`src/logic/acp_map.vh`:
```
// Address map, field positions and timing constants of the CPU port
`ifndef ACP_MAP_VH
`define ACP_MAP_VH

`define ACP_ADDR_W 11
`define ACP_DATA_W 32
`define ACP_CFG_ADDR 11'h508
`define ACP_CFG_RESET 32'h00000000
`define ACP_CFG_ENDIAN_BIT 0
`define ACP_ZERO_WORD 32'h00000000
`define ACP_CORE_MHZ 125
`define ACP_ACK_LAT 2'h1

`endif

```
`src/logic/acp_sync2.v`:
```
// Two flip-flop synchroniser for asynchronous pin levels
`timescale 1ns/1ns
module acp_sync2 #(
   parameter W = 1,
   parameter [W-1:0] INIT = {W{1'b1}}
) (
   // Clock and reset
   input wire clk_i,
   input wire arst_n_i,
   // Levels
   input wire [W-1:0] d_i,
   output wire [W-1:0] q_o
);
   reg [W-1:0] meta;
   reg [W-1:0] stable;

   // First stage feeds only the second
   always @(posedge clk_i or negedge arst_n_i) begin
      if (!arst_n_i) begin
         meta <= INIT;
         stable <= INIT;
      end else begin
         meta <= d_i;
         stable <= meta;
      end
   end

   assign q_o = stable;
endmodule

```
`src/logic/acp_port.v`:
```
// Asynchronous 32-bit CPU register port working in the core clock domain
// Functional notes
// - Eleven-bit address selects register; host holds it steady all cycle.
// - Only whole 32-bit words cross the two-way data bus.
// - Strobes are ignored unless chip select is low.
// - Write strobe fall takes the address, its rise takes the data.
// - Read strobe fall takes the address of the returned register.
// - Active-low ready marks each finished cycle; pulled up when undriven.
// - Chip select stays low from address until ready returns.
// - Read: address, strobe, device latches, drives data, then ready.
// - Write: strobe, address latched, data, strobe release, store, ready.
// - All register work runs on the core clock; pins have no clock.
// - A byte-order bit in the config register swaps data lanes.
`timescale 1ns/1ns
`include "acp_map.vh"
module acp_port #(
   parameter AW = `ACP_ADDR_W,
   parameter DW = `ACP_DATA_W
) (
   // Core clock and reset
   input wire CLK_SYS_I,
   input wire ARST_N_I,
   // Host pins
   input wire [AW-1:0] HOST_ADDR_I,
   input wire HOST_SELECT_N_I,
   input wire HOST_WRITE_N_I,
   input wire HOST_READ_N_I,
   input wire [DW-1:0] HOST_DQ_I,
   output wire [DW-1:0] HOST_DQ_O,
   output wire HOST_DQ_OE_N_O,
   output wire CYCLE_DONE_N_O,
   output wire CYCLE_DONE_OE_N_O,
   // Core register access
   output reg [AW-1:0] REG_ADDR_O,
   output reg [DW-1:0] REG_WDATA_O,
   output reg REG_WR_O,
   output reg REG_RD_O,
   input wire [DW-1:0] REG_RDATA_I,
   input wire REG_ACK_I,
   // Byte order currently selected
   output wire BIG_ENDIAN_O
);
   localparam [2:0] ST_IDLE = 3'h0;
   localparam [2:0] ST_RD_WAIT = 3'h1;
   localparam [2:0] ST_RD_DONE = 3'h2;
   localparam [2:0] ST_WR_HOLD = 3'h3;
   localparam [2:0] ST_WR_WAIT = 3'h4;
   localparam [2:0] ST_WR_DONE = 3'h5;
   localparam [2:0] ST_REARM = 3'h6;

   // Synchronised control, address and data pins
   wire [2:0] ctl_s;
   wire [AW-1:0] addr_s;
   wire [DW-1:0] dq_s;
   wire sel;
   wire wr;
   wire rd;
   wire strobes_idle;

   // Sequencer state
   reg [2:0] state;
   reg [2:0] next_state;

   // Local config word and the word returned to the host
   reg [DW-1:0] cfg;
   reg [DW-1:0] rd_hold;

   // Pin drive flags and the hit on the local register
   reg done;
   reg drive;
   reg local_hit;

   // Chip select passes two flip-flops before the FSM sees it
   acp_sync2 #(.W(1), .INIT(1'h1)) u_sel_sync (
      .clk_i(CLK_SYS_I),
      .arst_n_i(ARST_N_I),
      .d_i(HOST_SELECT_N_I),
      .q_o(ctl_s[2])
   );

   // Write strobe, idle high out of reset so no false strobe follows
   acp_sync2 #(.W(1), .INIT(1'h1)) u_wr_sync (
      .clk_i(CLK_SYS_I),
      .arst_n_i(ARST_N_I),
      .d_i(HOST_WRITE_N_I),
      .q_o(ctl_s[1])
   );

   // Read strobe, idle high out of reset as well
   acp_sync2 #(.W(1), .INIT(1'h1)) u_rd_sync (
      .clk_i(CLK_SYS_I),
      .arst_n_i(ARST_N_I),
      .d_i(HOST_READ_N_I),
      .q_o(ctl_s[0])
   );

   // Address is stable across the cycle, sampled the same way
   acp_sync2 #(.W(AW), .INIT({AW{1'b0}})) u_addr_sync (
      .clk_i(CLK_SYS_I),
      .arst_n_i(ARST_N_I),
      .d_i(HOST_ADDR_I),
      .q_o(addr_s)
   );

   // Write data is stable across the cycle, sampled the same way
   acp_sync2 #(.W(DW), .INIT({DW{1'b0}})) u_dq_sync (
      .clk_i(CLK_SYS_I),
      .arst_n_i(ARST_N_I),
      .d_i(HOST_DQ_I),
      .q_o(dq_s)
   );

   // Strobes only count while the chip is selected
   assign sel = ~ctl_s[2];
   assign wr = sel & ~ctl_s[1];
   assign rd = sel & ~ctl_s[0];
   // Both strobes back high or select released, the only way to rearm
   assign strobes_idle = !wr && !rd;

   // Lane swap for big-endian hosts
   function [DW-1:0] swap;
      input [DW-1:0] v;
      integer k;
      begin
         for (k = 0; k < DW / 8; k = k + 1) begin
            swap[8*k +: 8] = v[DW-8-8*k +: 8];
         end
      end
   endfunction

   assign BIG_ENDIAN_O = cfg[`ACP_CFG_ENDIAN_BIT];

   // Next state of the access sequencer
   always @* begin
      next_state = state;
      case (state)
         ST_IDLE: begin
            if (rd && !wr) begin
               next_state = ST_RD_WAIT;
            end else if (wr && !rd) begin
               next_state = ST_WR_HOLD;
            end
         end
         ST_RD_WAIT: begin
            if (!rd) begin
               next_state = ST_REARM;
            end else if (local_hit || REG_ACK_I) begin
               next_state = ST_RD_DONE;
            end
         end
         ST_RD_DONE: begin
            if (!rd) begin
               next_state = ST_REARM;
            end
         end
         ST_WR_HOLD: begin
            if (!sel) begin
               next_state = ST_REARM;
            end else if (!wr) begin
               next_state = ST_WR_WAIT;
            end
         end
         ST_WR_WAIT: begin
            if (local_hit || REG_ACK_I) begin
               next_state = ST_WR_DONE;
            end
         end
         ST_WR_DONE: begin
            // Select kept low: a new strobe returns to idle without the rearm wait
            if (!sel) begin
               next_state = ST_REARM;
            end else if (wr || rd) begin
               next_state = ST_IDLE;
            end
         end

         ST_REARM: begin
            if (strobes_idle) begin
               next_state = ST_IDLE;
            end
         end
         default: begin
            next_state = ST_IDLE;
         end
      endcase
   end

   // Sequencer steps that load the latches below
   wire start_cycle;
   wire start_rd;
   wire take_wdata;
   wire take_rdata;
   wire ready_on;

   // Decodes of the transitions that matter to the datapath
   assign start_cycle = (state == ST_IDLE) && (next_state != ST_IDLE);
   assign start_rd = start_cycle && (next_state == ST_RD_WAIT);
   assign take_wdata = (state == ST_WR_HOLD) && (next_state == ST_WR_WAIT);
   assign take_rdata = (state == ST_RD_WAIT) && (next_state == ST_RD_DONE);

   // Sequencer state, stepped by the core clock only
   always @(posedge CLK_SYS_I or negedge ARST_N_I) begin
      if (!ARST_N_I) begin
         state <= ST_IDLE;
      end else begin
         state <= next_state;
      end
   end

   // Address latch at the strobe fall, with the local hit flag
   always @(posedge CLK_SYS_I or negedge ARST_N_I) begin
      if (!ARST_N_I) begin
         REG_ADDR_O <= {AW{1'b0}};
         local_hit <= 1'b0;
      end else if (start_cycle) begin
         REG_ADDR_O <= addr_s;
         local_hit <= (addr_s == `ACP_CFG_ADDR);
      end
   end

   // One-cycle core read; the local config word needs none
   always @(posedge CLK_SYS_I or negedge ARST_N_I) begin
      if (!ARST_N_I) begin
         REG_RD_O <= 1'b0;
      end else begin
         REG_RD_O <= start_rd && (addr_s != `ACP_CFG_ADDR);
      end
   end

   // One-cycle core write once the host has released its strobe
   always @(posedge CLK_SYS_I or negedge ARST_N_I) begin
      if (!ARST_N_I) begin
         REG_WR_O <= 1'b0;
      end else begin
         REG_WR_O <= take_wdata && !local_hit;
      end
   end

   // Write data taken at strobe release, swapped to core order when the byte-order bit is set
   always @(posedge CLK_SYS_I or negedge ARST_N_I) begin
      if (!ARST_N_I) begin
         REG_WDATA_O <= `ACP_ZERO_WORD;
      end else if (take_wdata && cfg[`ACP_CFG_ENDIAN_BIT]) begin
         REG_WDATA_O <= swap(dq_s);
      end else if (take_wdata) begin
         REG_WDATA_O <= dq_s;
      end
   end

   // Config register held locally; its low bit picks the byte order
   always @(posedge CLK_SYS_I or negedge ARST_N_I) begin
      if (!ARST_N_I) begin
         cfg <= `ACP_CFG_RESET;
      end else if (take_wdata && local_hit) begin
         cfg <= dq_s;
      end
   end

   // Read word held for the pins; the config word goes out unswapped
   always @(posedge CLK_SYS_I or negedge ARST_N_I) begin
      if (!ARST_N_I) begin
         rd_hold <= `ACP_ZERO_WORD;
      end else if (take_rdata && local_hit) begin
         rd_hold <= cfg;
      end else if (take_rdata && cfg[`ACP_CFG_ENDIAN_BIT]) begin
         rd_hold <= swap(REG_RDATA_I);
      end else if (take_rdata) begin
         rd_hold <= REG_RDATA_I;
      end
   end

   // Data goes on the bus a cycle before ready is pulled low
   always @(posedge CLK_SYS_I or negedge ARST_N_I) begin
      if (!ARST_N_I) begin
         drive <= 1'b0;
      end else begin
         drive <= (next_state == ST_RD_DONE);
      end
   end

   // Finished flag behind ready, for reads one cycle after the data
   always @(posedge CLK_SYS_I or negedge ARST_N_I) begin
      if (!ARST_N_I) begin
         done <= 1'b0;
      end else begin
         done <= (next_state == ST_RD_DONE && state == ST_RD_DONE) ||
            (next_state == ST_WR_DONE);
      end
   end

   // Ready only while the finished cycle is still selected
   assign ready_on = done & sel &
      (state == ST_RD_DONE || state == ST_WR_DONE);

   // Pin drivers; enables low while driving, released otherwise
   assign HOST_DQ_O = rd_hold;
   assign HOST_DQ_OE_N_O = ~(drive & rd);
   assign CYCLE_DONE_N_O = 1'b0;
   assign CYCLE_DONE_OE_N_O = ~ready_on;
endmodule

```
`config.mk`:
```
export PLATFORM = sky130hd
export DESIGN_NAME = acp_port
export DESIGN_NICKNAME = d
export VERILOG_FILES = /design/src/logic/acp_sync2.v /design/src/logic/acp_port.v
export VERILOG_INCLUDE_DIRS = /design/src /design/src/logic
export SDC_FILE = /design/constraint.sdc
export NUM_CORES = 1
export LEC_CHECK = 0
export BUFFER_PORTS_ARGS = -buffer_cell sky130_fd_sc_hd__buf_2
export CORE_MARGIN = 5
export CORE_UTILIZATION = 56
export CTS_BUF_LIST = sky130_fd_sc_hd__clkbuf_4
export DETAILED_ROUTE_END_ITERATION = 8
export PLACE_DENSITY = 0.81
export RECOVER_POWER = 50
export SLEW_MARGIN = 20
export SYNTH_ARGS = -nofsm -noshare
export SYNTH_HDL_FRONTEND = slang
export SYNTH_SLANG_ARGS = --single-unit
```
`constraint.sdc`:
```
create_clock -name CLK_SYS_I -period 2.3 [get_ports CLK_SYS_I]
set_input_delay 0.46 -clock CLK_SYS_I [delete_from_list [all_inputs] [get_ports CLK_SYS_I]]
set_output_delay 0.46 -clock CLK_SYS_I [all_outputs]
set_load 0.005 [all_outputs]
```
==> impl_metrics.ini, run 1 <==
[drt]
drc = 0
ant_nets = 0
drt_iter0_drc = 387
num_vias = 5425
wire_per_inst_um = 16.6
drt_wl_total_um = 17500
dr.pass1.iters = 5
avgViaCountPerCell = 5.15

[sta]
max_slew_margin = 0.346
fin_skew_ns = 0.0257
rsz0062_at_grt = no
fin_crit_sh = 0.930
worst_pin_slew_ns = 0.980
fin_tns_setup_ns = 0
period_needed_ns = 2.14
clock.fmax_ghz = 0.467
finalHoldViolCount = 0
slew_viol_final = 0
setup_viol_count_final = 0

[global_routing]
grt_use_met2 = 0.344
grt_max_degree = 75
gr-max-usage-layer = met2
grt_util_met1 = 0.315
grt_pass1_wl_um = 28600
globalRouteMet3Util = 0.0513
antenna_found_initial = 1
grt_overflow_total = 0
grt_pass1_vias = 5665
grtUsageTotal = 0.224

[logic_synthesis]
syn_avg_cell_area_um2 = 12.9
synthSimpleGateAreaFrac = 0.0752
synth-seq-area-share = 0.666
synthCells = 603
yosysUniqueCellTypes = 46
yosysWarnings = 0
synthMuxAreaShare = 0.146
synth-compound-area-share = 0.0800
syn_area_um2 = 7790
yosys_register_bits = 207
synth_top_family_by_area = multiplexers
synthXorXnorAreaFrac = 0.00112
syn_nets = 684
synthAdderAreaFrac = 0

[die]
dieArea_um2 = 16400
core-area_um2 = 13800
die_w_um = 128
die_h_um = 128
initial_core_util = 0.565
num_io_pins = 162
rows = 43

[clock_network]
cts_root_buf = clkbuf_4
clkTransAtPathRegs_ns = 0.07
clock_latency_ns = 0.62
cts.sinks = 207
htreeDepth = 2
cts_tree = yes
clk_path_buf_depth = 3
numCtsBuffers = 49

[critical_path]
setup.worst_path.end_class = primary output
crit_arrival_ns = 1.68
setup.worst_path.start_class = register
crit_required_ns = 1.84
path_class = reg2out
crit_fanout = 13
regToRegSetupSlack_ns = 0.39
ff2ff_path_depth = 5

[finish]
post-route-util = 0.715
mostFrequentLayoutCells = 196 x dfrtp_1, 156 x buf_2, 69 x clkbuf_4, 68 x nor2_1, 66 x a21oi_1
final_area_um2 = 9850
fillers = 949
area_growth_pct = 26.5
drive_above_1_share = 0.312
layout.nets = 920
stdcell_count = 1053
layout.cells.most_common = dfrtp_1

[worst_hold_path]
hold_depth = 4
hold_class = in2reg

[placed_design]
portBuffers = 160
postPlaceCellArea_um2 = 8750
hpwl_um = 11600
place.gp.congestion = 0.857
placed_cells = 916

[run_status]
outcome = complete, no violations

[power]
ir_drop_v = 0.000605
p_leak_nw = 4.71
powerDensity_nw_per_um2 = 1000

[run]
maxCapViolations = 0
[worst paths after layout]
kind                                                       to                           from
worst max-delay path                        CYCLE_DONE_OE_N_O       u_sel_sync.q_o$_DFF_PN1_
worst min-delay path                 HOST_DQ_O[0]$_DFFE_PN0P_                 REG_RDATA_I[0]
worst max register to register      REG_ADDR_O[3]$_DFFE_PN0P_             state[1]$_DFF_PN0_
min in group asynchronous       u_addr_sync.meta[1]$_DFF_PN0_                       ARST_N_I
worst min register to register   u_addr_sync.q_o[0]$_DFF_PN0_  u_addr_sync.meta[0]$_DFF_PN0_
max in group asynchronous                  state[0]$_DFF_PN0_                       ARST_N_I
[final cells by class]
| class | count | area, µm² | area share |
|---|---|---|---|
| Sequential cell | 207 | 5200 | 0.528 |
| Multi-Input combinational cell | 353 | 2380 | 0.242 |
| Timing Repair Buffer | 225 | 1430 | 0.145 |
| Clock buffer | 69 | 518 | 0.0526 |
| Tap cell | 180 | 225 | 0.0229 |
| Clock inverter | 15 | 86.3 | 0.00877 |
| Inverter | 3 | 11.3 | 0.00114 |
| Antenna cell | 1 | 2.50 | 0.000254 |
[logic make-up (layout without fill, tap and decap cells)]
logic type	Yosys count	after routing
mux	108	108
other cells	1	2
simple gates	128	128
flops	207	207
compound gates	115	115
buf+inv	43	312
xor+xnor	1	1
[cell usage after synthesis (all sizes together)]
cell     count  area (µm²)
nor4b        1        8.76
nor4bb       1        10.0
a2111oi      1        8.76
o22ai        1        6.26
a211o        1        8.76
nand4        1        6.26
inv          3        11.3
a21oi       66         330
nand4b       1        8.76
o211ai       3        32.5
nand3        3        20.0
a221oi       1        15.0
o21ai       38         190
o21a         1        7.51
dfrtp      201        5030
nor2b        2        12.5
nor4         4        46.3
mux2        44         495
nand2b       2        20.0
xor2         1        8.76
buf         35         211
nand2       37         141
or2          1        6.26
nor3b        2        15.0
clkbuf       5        18.8
a211oi       1        7.51
mux2i       64         641
nor3         3        25.0
conb         1        3.75
dfstp        6         158
and3         1        6.26
nor2        69         259
a21o         1        7.51
o31a         1        8.76
[per-layer routing]
layer / vias up / part of all wire
li1: 2571 / -
met1: 2614 / 0.44
met2: 197 / 0.47
met3: 43 / 0.066
met4: 0 / 0.028
met5: - / 0
[registers in the layout, summed over array words and instances (netlist names), 3 cells and up]
signal            cells
u_dq_sync.q_o        32
u_addr_sync.q_o      11
u_addr_sync.meta     11
REG_WDATA_O          32
u_dq_sync.meta       32
cfg                  32
state                 3
HOST_DQ_O            32
REG_ADDR_O           11
[metrics by stage]
stage	worst slack (ns)	total power, mW	hold slack, ns
5_1_grt	0.0224	10.5	0.215
2_1_floorplan	0.699	5.84	0.164
3_5_place_dp	0.479	6.97	0.335
6_report	0.161	9.87	0.209
4_1_cts	0.00436	9.91	0.170
3_3_place_gp	0.582	6.82	0.331
[power breakdown]
| part | switching, mW | internal, mW |
|---|---|---|
| clock | 1.33 | 1.49 |
| combinational | 1.14 | 1.05 |
| sequential | 0.469 | 4.39 |
[critical path, cell delays in order, from the launching register on]
cell and delay (ns):
dfstp_2 0.71, inv_1 0.11, nand3_1 0.10, buf_2 0.13
[what timing repair did]
item | in CTS | in global routing
pin swaps | 0 | 0
hold endpoints to repair | 115 | 0
resized for setup | 4 | 1
setup endpoints to repair | 2 | 1
buffers inserted | 1 | 4
cloned | 0 | 0
hold buffers | 47 | 0
Note: power is estimated with default switching activity, not from simulation.
==> inputs of run 2 (changes only) <==
- CORE_UTILIZATION: 56 -> 39
- PLACE_DENSITY: 0.81 -> not set
==> run 2 against run 1 <==
Effect of this change: sequential power about the same; hold slack better by 0.035 ns; via count down 1.3%.
==> impl_metrics.ini, run 2 (same netlist as run 1, synthesis figures left out) <==
[sta]
finalHoldViolCount = 0
period_needed_ns = 2.11
slew_viol_final = 0
clock.fmax_ghz = 0.473
worst_pin_slew_ns = 1.25
fin_tns_setup_ns = 0
holdWs_ns = 0.243
setup_viol_count_final = 0
fin_crit_sh = 0.918
fin_skew_ns = 0.0316
max_slew_margin = 0.164
postLayoutSetupSlackWorst_ns = 0.188
rsz0062_at_grt = no

[die]
rows = 51
die_h_um = 151
dieArea_um2 = 22900
die_w_um = 151
num_io_pins = 162
initial_core_util = 0.397
core-area_um2 = 19600

[critical_path]
regToRegSetupSlack_ns = 0.44
setup.worst_path.start_class = register
crit_required_ns = 1.84
setup.worst_path.end_class = primary output
path_class = reg2out
crit_arrival_ns = 1.65
ff2ff_path_depth = 5
crit_fanout = 7

[finish]
area_growth_pct = 28.1
layout.nets = 921
layout.cells.most_common = dfrtp_1
drive_above_1_share = 0.315
mostFrequentLayoutCells = 196 x dfrtp_1, 157 x buf_2, 72 x clkbuf_4, 68 x nor2_1, 66 x a21oi_1
fillers = 1762

[global_routing]
globalRouteMet3Util = 0.0500
grt_pass1_vias = 5397
gr-max-usage-layer = met2
grt_overflow_total = 0
grtUsageTotal = 0.159
grt_use_met2 = 0.231
grt_util_met1 = 0.221
grt_pass1_wl_um = 28400
grt_max_degree = 65
antenna_found_initial = 1

[power]
p_leak_nw = 4.72
powerDensity_nw_per_um2 = 983
ir_drop_v = 0.000413

[worst_hold_path]
hold_class = in2reg
hold_depth = 4

[clock_network]
numCtsBuffers = 51
cts_root_buf = clkbuf_4
cts_tree = yes
clk_path_buf_depth = 3
clock_latency_ns = 0.63
htreeDepth = 2
clkTransAtPathRegs_ns = 0.07
cts.sinks = 207

[drt]
drc = 0
avgViaCountPerCell = 4.69
drt_iter0_drc = 279
num_vias = 5353
dr.pass1.iters = 4
drt_wl_total_um = 17800
wire_per_inst_um = 15.6
ant_nets = 0

[placed_design]
portBuffers = 160
hpwl_um = 12600
place.gp.congestion = 0.790
pre_cts_ws_ns = 0.433

[run_status]
outcome = complete, no violations

[run]
maxCapViolations = 0
==> run 2: cell count changes in the layout (fill, tap and decap cells not counted) <==
cell	before	now
clkinv_2	0	3
buf_12	2	4
clkinv_1	13	15
buf_2	156	157
clkbuf_4	69	72
buf_4	13	9
bufinv_16	1	0
clkinv_4	0	1
clkbuf_1	4	2
clkbuf_8	1	0
==> run 2: power by group <==
| part | internal (mW) | switching (mW) | total, mW |
|---|---|---|---|
| clock network | 1.40 | 1.38 | 2.78 |
| registers | 4.39 | 0.472 | 4.86 |
| logic | 1.06 | 1.10 | 2.16 |
==> run 2: worst paths after layout <==
path,start,endpoint
worst max-delay path,state[0]$_DFF_PN0_,CYCLE_DONE_OE_N_O
worst min-delay path,REG_RDATA_I[0],HOST_DQ_O[0]$_DFFE_PN0P_
worst max register to register,u_wr_sync.q_o$_DFF_PN1_,REG_WDATA_O[21]$_DFFE_PN0P_
worst min register to register,u_dq_sync.meta[6]$_DFF_PN0_,u_dq_sync.q_o[6]$_DFF_PN0_
max in group asynchronous,ARST_N_I,REG_WDATA_O[16]$_DFFE_PN0P_
min in group asynchronous,ARST_N_I,u_addr_sync.meta[1]$_DFF_PN0_
==> run 2: layout make-up <==
cell class | count | area [µm²] | area share
timing repair buffer | 224 | 1440 | 0.145
antenna | 1 | 2.50 | 0.000251
clock buffer | 69 | 518 | 0.0520
clock inverter | 20 | 87.6 | 0.00878
tap | 265 | 332 | 0.0333
multi-input combinational | 353 | 2380 | 0.239
sequential | 207 | 5200 | 0.521
inverter | 3 | 11.3 | 0.00113
==> run 2: metrics by stage <==
stage / util / power [mW] / cell area, µm² / instances
floorplan: - / 5.84 / 7790 / 603
global placement: 0.453 / 6.89 / 8870 / 999
detailed placement: 0.453 / 7.01 / 8870 / 999
CTS: 0.509 / 9.95 / 9980 / 1136
global route: 0.509 / 10.5 / 9970 / 1142
finish: 0.509 / 9.80 / 9970 / 1142
==> run 2: metal layers <==
| layer | vias to the layer above | part of all wire |
|---|---|---|
| met1 | 2537 | 0.44 |
| met4 | 0 | 0.028 |
| li1 | 2574 | - |
| met2 | 200 | 0.44 |
| met5 | - | 0 |
| met3 | 42 | 0.089 |
==> run 2: critical path, cell delays in order, from the launching register on <==
cell and delay [ns]:
dfrtp_2 0.47, nor2_4 0.18, nand2_1 0.09, o21ai_0 0.08
nand3_1 0.09, buf_2 0.13
==> run 2: timing repair <==
item | 4_1_cts | 5_1_grt
gates cloned | 0 | 0
hold buffers | 47 | 0
buffers inserted | 1 | 5
gates resized for setup | 3 | 2
hold endpoints to repair | 94 | 0
endpoints found under the setup margin | 2 | 1
